===== src/design/its_regs.svh =====
// Numeric constants of the interrupt-driven transfer server: offsets, fields, codes.
// Assumes it is included by bare name into a file that compiles after the package.
//
// Operation
// - Single mode moves exactly one byte or word per interrupt.
// - Control bit byte_word_select: 0 selects words, 1 selects bytes.
// - Single mode: source_update 0 restores source address, 1 keeps it.
// - Single mode: destination_update 0 restores destination address, 1 keeps it.
// - Autoincrement bits advance their pointer after every item; clear leaves it.
// - Pointer advance equals item size: two for words, one for bytes.
// - transfer_count gives the number of services left; software loads at most 255.
// - Block mode moves a whole block per interrupt.
// - A service cycle runs to completion, never preempted.
// - Block mode applies the update bits once, at block end.
// - Block mode counts whole blocks, one decrement per block.
// - Count reaching zero clears service_select and sets end_of_service_flags.
// - Scan mode: each conversion interrupt stores one result, issues next command.
// - Scan step one fetches command at table_pointer, then advances two.
// - Scan step two stores converter result at table_pointer, advances two.
// - Scan step three writes held command to converter, starting next conversion.
// - Control bit 3 pointer_update: clear restores table_pointer, set keeps it.
// - Scan end decrements transfer_count and returns to idle.
// - Control block byte 0 is count, byte 1 control, bits 7:5 mode.
// - Taking the end-of-service interrupt clears that channel's flag.
`ifndef ITS_REGS_SVH
`define ITS_REGS_SVH

// Register byte addresses on the AXI4-Lite slave.
`define ITS_ADDR_SEL    12'h000
`define ITS_ADDR_EOS    12'h004
`define ITS_ADDR_STAT   12'h008
`define ITS_ADDR_CB     12'h100

// Status register fields.
`define ITS_STAT_BUSY   8
`define ITS_STAT_CH     12

// Control block byte indices; each byte sits in its own AXI word.
`define ITS_CB_COUNT    3'h0
`define ITS_CB_CONTROL  3'h1
`define ITS_CB_DST_HI   3'h5
`define ITS_CB_BLOCK    3'h6

// Bit positions inside transfer_control.
`define ITS_CTL_BW      4
`define ITS_CTL_SU      3
`define ITS_CTL_POINTER_UPDATE    3
`define ITS_CTL_DU      2
`define ITS_CTL_SI      1
`define ITS_CTL_DI      0

// Mode codes in transfer_control bits 7:5.
`define ITS_MODE_BLOCK  3'h0
`define ITS_MODE_SINGLE 3'h4
`define ITS_MODE_SCAN   3'h6

// Pointer steps and bus answers.
`define ITS_WORD_STEP   16'h0002
`define ITS_BYTE_STEP   16'h0001
`define ITS_RESP_OKAY   2'h0
`define ITS_RESP_SLVERR 2'h2

`endif


===== src/design/its_pkg.sv =====
// Types shared by the transfer server design files.
// Assumes its_regs.svh supplies all numeric constants.
package its_pkg;

  // Engine sequencer states.
  typedef enum logic [3:0] {
    IDLE  = 4'b0000,
    CBWT  = 4'b0001,
    CBLAT = 4'b0010,
    DISP  = 4'b0011,
    MRD   = 4'b0100,
    MWR   = 4'b0101,
    SC1   = 4'b0110,
    SC2R  = 4'b0111,
    SC2W  = 4'b1000,
    SC3   = 4'b1001,
    CBWR  = 4'b1010,
    DONE  = 4'b1011,
    AXWT  = 4'b1100,
    AXLAT = 4'b1101
  } its_state_e;

  // Result of decoding an AXI address.
  typedef enum logic [2:0] {
    REG_NONE = 3'b000,
    REG_SEL  = 3'b001,
    REG_EOS  = 3'b010,
    REG_STAT = 3'b011,
    REG_CB   = 3'b100
  } its_reg_e;

  // One request on the memory bus.
  typedef struct packed {
    logic        req;
    logic        we;
    logic        nrw;
    logic [15:0] addr;
    logic [15:0] wdata;
  } its_bus_s;

endpackage


===== src/design/its_cb_ram.sv =====
// Single-port control block memory with registered read data.
// Assumes one access per cycle; contents are not reset.
`timescale 1ns/1ps
`default_nettype none

module its_cb_ram #(
  parameter int AW = 5,
  parameter int DW = 8
) (
  // Clock.
  input  wire logic          clk,
  // Access port.
  input  wire logic          we,
  input  wire logic [AW-1:0] addr,
  input  wire logic [DW-1:0] wdata,
  output var  logic [DW-1:0] rdata
);

  logic [DW-1:0] mem [2**AW];

  // Read the addressed word into the output register; a write in the same cycle returns the old word.
  always_ff @(posedge clk) begin
    if (we) begin
      mem[addr] <= wdata;
    end
    rdata <= mem[addr];
  end

endmodule

`default_nettype wire


===== src/design/its_transfer_server.sv =====
// Interrupt-driven transfer engine with AXI4-Lite registers and a memory bus master.
// Assumes interrupt pins are asynchronous and the memory bus answers on clk.
//
// The AXI4-Lite interface to the registers was decided locally.
`timescale 1ns/1ps
`default_nettype none
`include "its_regs.svh"

module its_transfer_server #(
  parameter int NCH = 4
) (
  // Clock and reset.
  input  wire logic            clk,
  input  wire logic            rst_n,
  // Interrupt sources and end-of-service handshake.
  input  wire logic [NCH-1:0]  intReq,
  input  wire logic [NCH-1:0]  eosAck,
  output var  logic [NCH-1:0]  eosReq,
  // Memory bus master, converter registers included.
  output var  logic            memReq,
  output var  logic            memWe,
  output var  logic            memByte,
  output var  logic [15:0]     memAddr,
  output var  logic [15:0]     memWdata,
  input  wire logic [15:0]     memRdata,
  input  wire logic            memAck,
  // AXI4-Lite write channels.
  input  wire logic [11:0]     awaddr,
  input  wire logic            awvalid,
  output var  logic            awready,
  input  wire logic [31:0]     wdata,
  input  wire logic [3:0]      wstrb,
  input  wire logic            wvalid,
  output var  logic            wready,
  output var  logic [1:0]      bresp,
  output var  logic            bvalid,
  input  wire logic            bready,
  // AXI4-Lite read channels.
  input  wire logic [11:0]     araddr,
  input  wire logic            arvalid,
  output var  logic            arready,
  output var  logic [31:0]     rdata,
  output var  logic [1:0]      rresp,
  output var  logic            rvalid,
  input  wire logic            rready
);

  localparam int CHW = (NCH > 1) ? $clog2(NCH) : 1;
  localparam int AW  = CHW + 3;
  localparam logic [11:0] CB_END = 12'(`ITS_ADDR_CB + NCH * 32);

  // The address decode and status packing only cover up to eight channels.
  if (NCH < 1 || NCH > 8) begin : g_bad_nch
    $error("NCH must lie between 1 and 8.");
  end

  // Whole module state.
  typedef struct packed {
    logic [NCH-1:0]      s1;
    logic [NCH-1:0]      s2;
    logic [NCH-1:0]      s3;
    logic [NCH-1:0]      stb;
    logic [NCH-1:0]      pend;
    logic [NCH-1:0]      sel;
    logic [NCH-1:0]      eos;
    its_pkg::its_state_e state;
    logic [CHW-1:0]      ch;
    logic [2:0]          bidx;
    logic [6:0][7:0]     cbb;
    logic [15:0]         src;
    logic [15:0]         dst;
    logic [15:0]         tmp;
    logic [7:0]          left;
    logic                last;
    logic [1:0]          nWr;
    its_pkg::its_bus_s   bus;
    logic                ramWe;
    logic [AW-1:0]       ramAddr;
    logic [7:0]          ramWdata;
    logic                awHeld;
    logic                wHeld;
    logic                arHeld;
    logic                wLane;
    logic [11:0]         awAddr;
    logic [11:0]         arAddr;
    logic [31:0]         wData;
    logic                awready;
    logic                wready;
    logic                arready;
    logic                bvalid;
    logic                rvalid;
    logic [1:0]          bresp;
    logic [1:0]          rresp;
    logic [31:0]         rdata;
  } its_core_s;

  its_core_s           st;
  its_core_s           nxt;
  logic [7:0]          ramDout;
  logic [NCH-1:0]      agree;
  logic [NCH-1:0]      rise;
  logic [NCH-1:0]      take;
  logic [NCH-1:0]      setEos;
  logic [NCH-1:0]      eosClr;
  logic                goFin;
  logic [2:0]          mode;
  logic [15:0]         step;
  its_pkg::its_reg_e   kindW;
  its_pkg::its_reg_e   kindR;

  // Maps a byte address to the register it selects; misaligned is unmapped.
  function automatic its_pkg::its_reg_e decode(input logic [11:0] a);
    if (a[1:0] != 2'h0) begin
      decode = its_pkg::REG_NONE;
    end else if (a == `ITS_ADDR_SEL) begin
      decode = its_pkg::REG_SEL;
    end else if (a == `ITS_ADDR_EOS) begin
      decode = its_pkg::REG_EOS;
    end else if (a == `ITS_ADDR_STAT) begin
      decode = its_pkg::REG_STAT;
    end else if (a >= `ITS_ADDR_CB && a < CB_END) begin
      decode = its_pkg::REG_CB;
    end else begin
      decode = its_pkg::REG_NONE;
    end
  endfunction

  // Builds a memory bus request.
  function automatic its_pkg::its_bus_s busOp(input logic we, input logic nrw,
                                              input logic [15:0] addr,
                                              input logic [15:0] data);
    busOp = '{req: 1'b1, we: we, nrw: nrw, addr: addr, wdata: data};
  endfunction

  // Lowest numbered pending channel wins a start.
  function automatic logic [CHW-1:0] firstSet(input logic [NCH-1:0] v);
    firstSet = '0;
    for (int i = NCH - 1; i >= 0; i--) begin
      if (v[i]) begin
        firstSet = CHW'(i);
      end
    end
  endfunction

  its_cb_ram #(
    .AW(AW),
    .DW(8)
  ) u_cb_ram (
    .clk  (clk),
    .we   (st.ramWe),
    .addr (st.ramAddr),
    .wdata(st.ramWdata),
    .rdata(ramDout)
  );

  // Next-state logic for the synchronisers, the engine and the bus slave.
  always_comb begin
    nxt = st;
    nxt.ramWe = 1'b0;
    take = '0;
    setEos = '0;
    eosClr = '0;
    goFin = 1'b0;
    mode = st.cbb[`ITS_CB_CONTROL][7:5];
    step = st.cbb[`ITS_CB_CONTROL][`ITS_CTL_BW] ? `ITS_BYTE_STEP : `ITS_WORD_STEP;
    kindW = decode(st.awAddr);
    kindR = decode(st.arAddr);
    // A pin edge counts once the second and third stages agree.
    nxt.s1 = intReq;
    nxt.s2 = st.s1;
    nxt.s3 = st.s2;
    agree = ~(st.s2 ^ st.s3);
    nxt.stb = (st.stb & ~agree) | (st.s3 & agree);
    rise = st.s3 & agree & ~st.stb;
    // AXI channel capture and answer retirement.
    if (st.awready && awvalid) begin
      nxt.awHeld = 1'b1;
      nxt.awAddr = awaddr;
    end
    if (st.wready && wvalid) begin
      nxt.wHeld = 1'b1;
      nxt.wData = wdata;
      nxt.wLane = wstrb[0];
    end
    if (st.arready && arvalid) begin
      nxt.arHeld = 1'b1;
      nxt.arAddr = araddr;
    end
    if (st.bvalid && bready) begin
      nxt.bvalid = 1'b0;
    end
    if (st.rvalid && rready) begin
      nxt.rvalid = 1'b0;
    end
    // Register reads other than the control block answer in any state.
    if (st.arHeld && !st.rvalid && kindR != its_pkg::REG_CB) begin
      nxt.arHeld = 1'b0;
      nxt.rvalid = 1'b1;
      nxt.rresp = `ITS_RESP_OKAY;
      nxt.rdata = '0;
      if (kindR == its_pkg::REG_SEL) begin
        nxt.rdata[NCH-1:0] = st.sel;
      end else if (kindR == its_pkg::REG_EOS) begin
        nxt.rdata[NCH-1:0] = st.eos;
      end else if (kindR == its_pkg::REG_STAT) begin
        nxt.rdata[NCH-1:0] = st.pend;
        nxt.rdata[`ITS_STAT_BUSY] = (st.state != its_pkg::IDLE);
        nxt.rdata[`ITS_STAT_CH +: CHW] = st.ch;
      end else begin
        nxt.rresp = `ITS_RESP_SLVERR;
      end
    end
    case (st.state)
      // Writes and control block reads are served only between services.
      its_pkg::IDLE: begin
        if (st.awHeld && st.wHeld && !st.bvalid) begin
          nxt.awHeld = 1'b0;
          nxt.wHeld = 1'b0;
          nxt.bvalid = 1'b1;
          nxt.bresp = `ITS_RESP_OKAY;
          if (kindW == its_pkg::REG_SEL) begin
            if (st.wLane) begin
              nxt.sel = st.wData[NCH-1:0];
            end
          end else if (kindW == its_pkg::REG_EOS) begin
            eosClr = st.wLane ? st.wData[NCH-1:0] : '0;
          end else if (kindW == its_pkg::REG_CB) begin
            nxt.ramWe = st.wLane;
            nxt.ramAddr = st.awAddr[AW+1:2];
            nxt.ramWdata = st.wData[7:0];
          end else if (kindW != its_pkg::REG_STAT) begin
            nxt.bresp = `ITS_RESP_SLVERR;
          end
        end else if (st.arHeld && !st.rvalid && kindR == its_pkg::REG_CB) begin
          nxt.arHeld = 1'b0;
          nxt.ramAddr = st.arAddr[AW+1:2];
          nxt.state = its_pkg::AXWT;
        end else if (|st.pend) begin
          nxt.ch = firstSet(st.pend);
          take[nxt.ch] = 1'b1;
          nxt.ramAddr = {nxt.ch, `ITS_CB_COUNT};
          nxt.bidx = `ITS_CB_COUNT;
          nxt.nWr = 2'h0;
          nxt.state = its_pkg::CBWT;
        end
      end
      its_pkg::AXWT: begin
        nxt.state = its_pkg::AXLAT;
      end
      its_pkg::AXLAT: begin
        nxt.rvalid = 1'b1;
        nxt.rresp = `ITS_RESP_OKAY;
        nxt.rdata = 32'(ramDout);
        nxt.state = its_pkg::IDLE;
      end
      // Fetch control block bytes 0 to 6, two cycles per byte.
      its_pkg::CBWT: begin
        nxt.state = its_pkg::CBLAT;
      end
      its_pkg::CBLAT: begin
        nxt.cbb[st.bidx] = ramDout;
        if (st.bidx == `ITS_CB_BLOCK) begin
          nxt.state = its_pkg::DISP;
        end else begin
          nxt.bidx = st.bidx + 3'h1;
          nxt.ramAddr = st.ramAddr + AW'(1);
          nxt.state = its_pkg::CBWT;
        end
      end
      // Working copies start from the stored pointers; the stored ones stay put.
      its_pkg::DISP: begin
        nxt.src = {st.cbb[3], st.cbb[2]};
        nxt.dst = {st.cbb[5], st.cbb[4]};
        if (mode == `ITS_MODE_SCAN) begin
          nxt.bus = busOp(1'b0, 1'b0, nxt.src, 16'h0000);
          nxt.state = its_pkg::SC1;
        end else if (mode == `ITS_MODE_SINGLE || mode == `ITS_MODE_BLOCK) begin
          nxt.left = (mode == `ITS_MODE_SINGLE) ? 8'h01 : st.cbb[`ITS_CB_BLOCK];
          if (nxt.left == 8'h00) begin
            goFin = 1'b1;
          end else begin
            nxt.bus = busOp(1'b0, st.cbb[`ITS_CB_CONTROL][`ITS_CTL_BW], nxt.src, 16'h0000);
            nxt.state = its_pkg::MRD;
          end
        end else begin
          nxt.state = its_pkg::IDLE;
        end
      end
      // Item read, then item write to the destination.
      its_pkg::MRD: begin
        if (memAck) begin
          nxt.bus = busOp(1'b1, st.bus.nrw, st.dst, memRdata);
          nxt.state = its_pkg::MWR;
        end
      end
      its_pkg::MWR: begin
        if (memAck) begin
          nxt.bus.req = 1'b0;
          nxt.nWr = (st.nWr == 2'h3) ? st.nWr : st.nWr + 2'h1;
          if (st.cbb[`ITS_CB_CONTROL][`ITS_CTL_SI]) begin
            nxt.src = st.src + step;
          end
          if (st.cbb[`ITS_CB_CONTROL][`ITS_CTL_DI]) begin
            nxt.dst = st.dst + step;
          end
          nxt.left = st.left - 8'h01;
          if (nxt.left != 8'h00) begin
            nxt.bus = busOp(1'b0, st.bus.nrw, nxt.src, 16'h0000);
            nxt.state = its_pkg::MRD;
          end else begin
            goFin = 1'b1;
          end
        end
      end
      // Scan: fetch command, read result, store result, issue command.
      its_pkg::SC1: begin
        if (memAck) begin
          nxt.tmp = memRdata;
          nxt.src = st.src + `ITS_WORD_STEP;
          nxt.bus = busOp(1'b0, 1'b0, st.dst, 16'h0000);
          nxt.state = its_pkg::SC2R;
        end
      end
      its_pkg::SC2R: begin
        if (memAck) begin
          nxt.bus = busOp(1'b1, 1'b0, st.src, memRdata);
          nxt.state = its_pkg::SC2W;
        end
      end
      its_pkg::SC2W: begin
        if (memAck) begin
          nxt.src = st.src + `ITS_WORD_STEP;
          nxt.bus = busOp(1'b1, 1'b0, st.dst, st.tmp);
          nxt.state = its_pkg::SC3;
        end
      end
      its_pkg::SC3: begin
        if (memAck) begin
          nxt.bus.req = 1'b0;
          goFin = 1'b1;
        end
      end
      // Write bytes 0 to 5 back; the control byte is rewritten unchanged.
      its_pkg::CBWR: begin
        nxt.ramWe = 1'b1;
        nxt.ramAddr = {st.ch, st.bidx};
        nxt.ramWdata = st.cbb[st.bidx];
        if (st.bidx == `ITS_CB_DST_HI) begin
          nxt.state = its_pkg::DONE;
        end else begin
          nxt.bidx = st.bidx + 3'h1;
        end
      end
      its_pkg::DONE: begin
        if (st.last) begin
          nxt.sel[st.ch] = 1'b0;
          setEos[st.ch] = 1'b1;
        end
        nxt.state = its_pkg::IDLE;
      end
      default: begin
        nxt.state = its_pkg::IDLE;
      end
    endcase
    // End of a service: keep or restore pointers, count down one service.
    if (goFin) begin
      if (st.cbb[`ITS_CB_CONTROL][`ITS_CTL_SU]) begin
        {nxt.cbb[3], nxt.cbb[2]} = nxt.src;
      end
      if (st.cbb[`ITS_CB_CONTROL][`ITS_CTL_DU]) begin
        {nxt.cbb[5], nxt.cbb[4]} = nxt.dst;
      end
      nxt.last = (st.cbb[`ITS_CB_COUNT] <= 8'h01);
      nxt.cbb[`ITS_CB_COUNT] = nxt.last ? 8'h00 : st.cbb[`ITS_CB_COUNT] - 8'h01;
      nxt.bidx = `ITS_CB_COUNT;
      nxt.state = its_pkg::CBWR;
    end
    // Events landing in the clearing cycle survive: set wins over clear.
    nxt.pend = (st.pend & ~take) | (rise & st.sel);
    nxt.eos = (st.eos & ~(eosAck | eosClr)) | setEos;
    nxt.awready = !nxt.awHeld;
    nxt.wready = !nxt.wHeld;
    nxt.arready = !nxt.arHeld;
  end

  // State register with synchronous reset; zero is idle with all flags clear.
  always_ff @(posedge clk) begin
    if (!rst_n) begin
      st <= '0;
    end else begin
      st <= nxt;
    end
  end

  // Every output is a field of the state register.
  assign eosReq = st.eos;
  assign memReq = st.bus.req;
  assign memWe = st.bus.we;
  assign memByte = st.bus.nrw;
  assign memAddr = st.bus.addr;
  assign memWdata = st.bus.wdata;
  assign awready = st.awready;
  assign wready = st.wready;
  assign bresp = st.bresp;
  assign bvalid = st.bvalid;
  assign arready = st.arready;
  assign rdata = st.rdata;
  assign rresp = st.rresp;
  assign rvalid = st.rvalid;
endmodule

`default_nettype wire


===== config.mk =====
export PLATFORM = sky130hd
export DESIGN_NAME = its_transfer_server
export DESIGN_NICKNAME = d
export VERILOG_FILES = /design/src/design/its_pkg.sv /design/src/design/its_cb_ram.sv /design/src/design/its_transfer_server.sv
export VERILOG_INCLUDE_DIRS = /design/src /design/src/design
export SDC_FILE = /design/constraint.sdc
export NUM_CORES = 1
export LEC_CHECK = 0
export BUFFER_PORTS_ARGS = -buffer_cell sky130_fd_sc_hd__buf_4
export CORE_MARGIN = 5
export CORE_UTILIZATION = 61
export DETAILED_ROUTE_END_ITERATION = 6
export HOLD_SLACK_MARGIN = 0.05
export PLACE_DENSITY = 0.88
export SYNTH_ARGS = -nofsm -noshare
export SYNTH_HDL_FRONTEND = slang
export SYNTH_SLANG_ARGS = --single-unit

===== constraint.sdc =====
create_clock -name clk -period 2.85 [get_ports clk]
set_input_delay 0.1425 -clock clk [delete_from_list [all_inputs] [get_ports clk]]
set_output_delay 0.1425 -clock clk [all_outputs]
set_load 0.02 [all_outputs]

[Word-level counts from Yosys, hierarchy flattened]
Memory sizes are Yosys's and may differ from the RTL's. A register that Yosys moved wholly into a read port is not among the register bits.
Index checks and enable logic that the tools add are counted.
Word-level totals
  register bits after elaboration: 257
  memory bits (writable): 256
  input port bits: 92
  output and inout bits: 80
  logic and storage cells: 374
  memories: 1
Operators by class
  add/sub/neg operators: 8
  $lt $le $gt $ge: 11
  equality and inequality tests: 73
  mux-type cells: 150
  bitwise operators: 24
  reduce and logical (&&, ||, !) cells: 59
Memory list
  u_cb_ram.mem: depth 32, width 8, rd ports 1, clocked after memory_dff 1, wr ports 1, RTL line its_cb_ram.sv:19  | logic [DW-1:0] mem [2**AW];
Operator list (number)
  two-way mux 35 bit: 8
  case mux 34 bit (6 select lines): 1
  two-way mux 4 bit: 30
  two-way mux 16 bit: 5
  two-way mux 8 bit: 10
  two-way mux 32 bit: 2
  bitwise mux 56 bit: 1
  two-way mux 2 bit: 24
  two-way mux 48 bit: 1
  != test 2 bit (second input constant): 24
  case mux 16 bit (3 select lines): 1
  case mux 4 bit (12 select lines): 1
  != test 3 bit (second input constant): 15
  two-way mux 14 bit: 3
  two-way mux 3 bit: 13
  two-way mux 37 bit: 1
  adder 16 x 2 -> 16 bit: 2
  case mux 16 bit (2 select lines): 1
  case mux 8 bit (2 select lines): 2
  AND 4 bit: 7
  two-way mux 1 bit: 27
  two-way mux 5 bit: 5
  binary-select mux 8 bit (select 3 bit): 1
  demux 8 bit (select 3 bit): 1
  61 further kinds: 139

[Depth between registers and ports, before layout]
  depth after elaboration: 23
  gate-level depth with buffers: 10

[Cells and area by module]
From an unflattened synthesis, not the netlist that was laid out.
Unflattened totals
  cell total of the unflattened synthesis: 2268
  area total of the unflattened synthesis: 24008.0 µm²
Modules (own cells, without submodules)
  its_transfer_server: times used 1, cells each 1692, area an instance 13807.0 µm², sequential area each 5064.9 µm²
  its_cb_ram: times used 1, cells each 576, area an instance 10201.0 µm², sequential area each 7847.5 µm²

[Worst setup path after synthesis]
OpenSTA, ideal clock, no wires.
  kind: reg2reg
  start point: register st[153] (netlist bit)
  end point: register st[249] (netlist bit)
  library setup time: 115 ps
  arrival time: 2417 ps
  required time: 2735 ps
  path slack: 318 ps
  stages on the path, launching flop included: 10
  path buffers: 1
  period minus slack after synthesis: 2532 ps
  cells stage by stage: dfxtp_1 > inv_1 > ha_1 > or3b_4 > o31a_4 > nor4_4 > o21ai_2 > buf_6 > and3_1 > a31o_1
On the way
  cells in the longest elaborated chain, start to end: 6
Ends and longest elaborated chain
  start, declared: RTL line its_transfer_server.sv:97  | its_core_s st;
  start signal, assigned: RTL line its_transfer_server.sv:391  | st <= nxt;
  subtractor 8 x 1 -> 8 bit: RTL line its_transfer_server.sv:306  | nxt.left = st.left - 8'h01;
  nonzero test 8 bit: RTL line its_transfer_server.sv:307  | if (nxt.left != 8'h00) begin
  two-way mux 1 bit: RTL line its_transfer_server.sv:307
  two-way mux 1 bit: RTL line its_transfer_server.sv:297  | if (memAck) begin
  case mux 1 bit (3 select lines): RTL line its_transfer_server.sv:213  | case (st.state)
  two-way mux 32 bit: RTL line its_transfer_server.sv:366  | if (goFin) begin
No other way between the ends.
A chain may end at the register's enable or synchronous reset.

[Worst setup path in the final report]
  start point: register st[261] (netlist bit)
  end point: register st[210] (netlist bit)
On the way
  cells in the longest elaborated chain, start to end: 7
Ends and longest elaborated chain
  two-way mux 8 bit *: RTL line its_transfer_server.sv:278  | nxt.left = (mode == `ITS_MODE_SINGLE) ? 8'h01 : st.cbb[`ITS_CB_BLOCK];
  zero test 8 bit *: RTL line its_transfer_server.sv:279  | if (nxt.left == 8'h00) begin
  two-way mux 1 bit *: RTL line its_transfer_server.sv:279
  two-way mux 1 bit *: RTL line its_transfer_server.sv:277  | end else if (mode == `ITS_MODE_SINGLE || mode == `ITS_MODE_BLOCK) begin
  two-way mux 1 bit *: RTL line its_transfer_server.sv:274  | if (mode == `ITS_MODE_SCAN) begin
  case mux 1 bit (3 select lines) *: RTL line its_transfer_server.sv:213
  two-way mux 8 bit / nonzero test 2 bit (equally long branches)
Every way passes the cells marked *; elsewhere a longest branch is shown, timed or not.

==> results.ini <==
[outcome]
status=completed

[synth]
synth_common_cells=261 x dfxtp_1, 256 x edfxtp_1, 223 x nand2_1
synth_edf_count=256
synth_cell_types=97
syn_avg_cell_area_um2=11.0
synth_area_mm2=0.0240
yosysTopAreaCell=edfxtp_1
syn-instance-count=2172
synth_ff_type=dfxtp_1
yosysTopAreaCellShare_pct=32.0
synthArstFlopShare_pct=0
synth_seq_area_share_pct=53.8
ys_warn_count=0
ys_top_cells_by_area=edfxtp_1 32%, dfxtp_1 22%, mux4_2 6.8%
synth.most_common_cell=dfxtp_1
ys_ff_latch=517

[cells_and_area]
drive_gt1_share_pct=18.8
fin_util_pct=71.6
n_fill_cell=2473
nNetsFinal=2430
area_delta_synth_final_pct=15.9
diodes=0

[pwr]
p_per_area_mw_per_mm2=737
p_leak_uw=0.0101
max-vdd-ir-drop_mv=0.752

[global_route]
grt_pass1_wl_um=115000
grt_max_degree=116
antenna_found_initial=1
grt.overflow.total=0
grt_usage_pct=33.6
grt_pass1_vias=19367

[setup_path]
path_buf_inv=1
critPathMaxFanout=8
slowest_delay_ns=0.52
endpoint_kind=register
crit_required_ns=3.40
worst_path_max_delay_cell=or4_1
path_cells=or4_1, a2111o_1, o21ai_1, buf_4, or2_1, nand3_2, o22ai_1
crit_path_start_kind=register
arrival_ns=3.32
worstSetupPathType=reg -> reg
path_delay_family=compound AO/OA/AOI/OAI gates

[placement]
io_buffers=121
hpwl_um=46900
gp_congestion=0.967

[die]
rows=72
die_x_um=208
ios=172
initial_core_util_pct=61.8
core-area_mm2=0.0388
dieArea_mm2=0.0434
die_h_um=208

[flow_run]
drv_cap=0

[detailed_routing]
first_pass_iters=7
via_per_inst=6.87
vias=19714
routed_wl_um=75300
antenna_left=0
initialDrtViolationCount=2909
routedWlPerCell_um=26.2
drc=0

[sta]
report.final.setup_viol=0
final.min_clock_period_ns=2.77
finalCritPeriodShare_pct=97.1
hold_violations=0
final_max_slew_viol_count=0
fmax_mhz=362
finClkSkew_ns=0.0321
slew-limit-headroom_pct=8.88
fin_setup_tns_ns=0
worst_pin_slew_ns=1.36
rsz0062_at_grt=no

[cts]
h-tree-depth=2
clk_pin_slew_ns=0.07
numCtsBuffers=51
cts-root-buf=clkbuf_16
cts_tree=built
cts_buffer_depth=3
cts_sinks=517
post-cts-setup-buffer-count=0
clock_latency_ns=0.63

[hold_path]
hp-class=in -> reg

## path summary, 6_finish.rpt
path,from,endpoint,slack (ns),depth (start not counted)
setup / recovery,st[261],st[210],0.08,7
hold / removal,arvalid,st[82],0.10,4
setup reg to reg,st[261],st[210],0.08,7
hold reg to reg,nxt[296],nxt[292],0.44,1
## routing by layer
| metal | track usage [%] | wire length (um) | vias up |
|---|---|---|---|
| met3 | 8.01 | 9610 | 353 |
| met5 | 0 | 12 | - |
| met1 | 42.7 | 25500 | 9358 |
| met2 | 54.0 | 35400 | 1647 |
| li1 | - | - | 8354 |
| met4 | 17.4 | 4730 | 2 |
## area by class of cell
| cell class | instances | area [um^2] | share of cell area [%] |
|---|---|---|---|
| Tap cell | 518 | 648 | 2.33 |
| Sequential cell | 517 | 12900 | 46.5 |
| Multi-Input combinational cell | 1415 | 9900 | 35.6 |
| Clock inverter | 17 | 230 | 0.828 |
| Timing Repair Buffer | 295 | 2480 | 8.91 |
| Clock buffer | 73 | 1490 | 5.37 |
| Inverter | 36 | 138 | 0.495 |
## placed cells by master (no fill, tap or decap), types with 12 or more instances in the layout
| cell | count |
|---|---|
| dfxtp_1 | 258 |
| edfxtp_1 | 256 |
| buf_4 | 226 |
| nand2_1 | 223 |
| nor2_1 | 198 |
| a21oi_1 | 159 |
| mux4_2 | 72 |
| a22oi_1 | 68 |
| mux2i_1 | 62 |
| dlygate4sd3_1 | 60 |
| clkbuf_16 | 54 |
| nand3_1 | 47 |
| o21ai_0 | 47 |
| inv_1 | 35 |
| and2_1 | 34 |
| nor3_1 | 33 |
| a211oi_1 | 33 |
| nand4_1 | 24 |
| conb_1 | 23 |
| o22ai_1 | 22 |
| a221oi_1 | 21 |
| o21a_1 | 20 |
| ha_1 | 20 |
| and3_1 | 15 |
| xor2_1 | 15 |
| xnor2_1 | 14 |
| nand2b_1 | 14 |
| a31oi_1 | 14 |
| o2111ai_1 | 14 |
| nor2b_1 | 13 |
| o211ai_1 | 12 |
| a222oi_1 | 12 |
| clkbuf_1 | 12 |
## where the power goes
group          internal [uW]  switching, uW  total (uW)
clock network           3950           2980        6930
logic                   1910           2710        4620
registers               8150            795        8940
## kinds of logic after synthesis
logic type	Yosys count	share of synthesized area [%]
flip-flops	517	53.8
AND/OR/NAND/NOR	678	13.6
other	1	0.0156
multiplexers	148	10.0
XOR/XNOR	29	1.06
AO/OA/AOI/OAI	515	14.8
adder cells (fa/ha/maj)	22	1.21
buffers and inverters	262	5.45
## worst min-delay path: cells and delay by family
family	cells	cell delay (ns)
AND/OR/NAND/NOR	2	0.38
buffers and inverters	1	0.08
AO/OA/AOI/OAI	1	0.05
## per-stage QoR
stage / setup WS (ns) / instance area, um^2 / total power [uW] / instances / hold WS [ns]
floorplan: 0.318 / 24100 / 11800 / 2194 / 0.270
global placement: 0.153 / 25500 / 13200 / 2721 / 0.353
detailed placement: 0.0781 / 25500 / 13400 / 2721 / 0.354
CTS: 0.0609 / 27800 / 20300 / 2871 / 0.0746
global route: 0.00373 / 27800 / 21100 / 2871 / 0.118
finish: 0.0839 / 27800 / 20500 / 2871 / 0.102
## timing repair
item / CTS / global route
endpoints found under the setup margin: 0 / 18
resized for setup: 0 / 4
hold buffers: 60 / 0
endpoints found under the hold margin: 99 / 0
## sequential cells by signal (all words and copies together), names as in the netlist, named ones only
| register | cells |
|---|---|
| memWe | 1 |
| memByte | 1 |
| st | 181 |
| u_cb_ram.mem | 256 |
| mode | 3 |
| rvalid | 1 |
| wready | 1 |
| memWdata | 16 |
| eosReq | 4 |
| u_cb_ram.rdata | 8 |
| memReq | 1 |
| bvalid | 1 |
| bresp | 1 |
| arready | 1 |
| rdata | 11 |
| nxt | 8 |
| awready | 1 |
| memAddr | 16 |
| rresp | 1 |
Note: power is estimated with default switching activity, not from simulation.
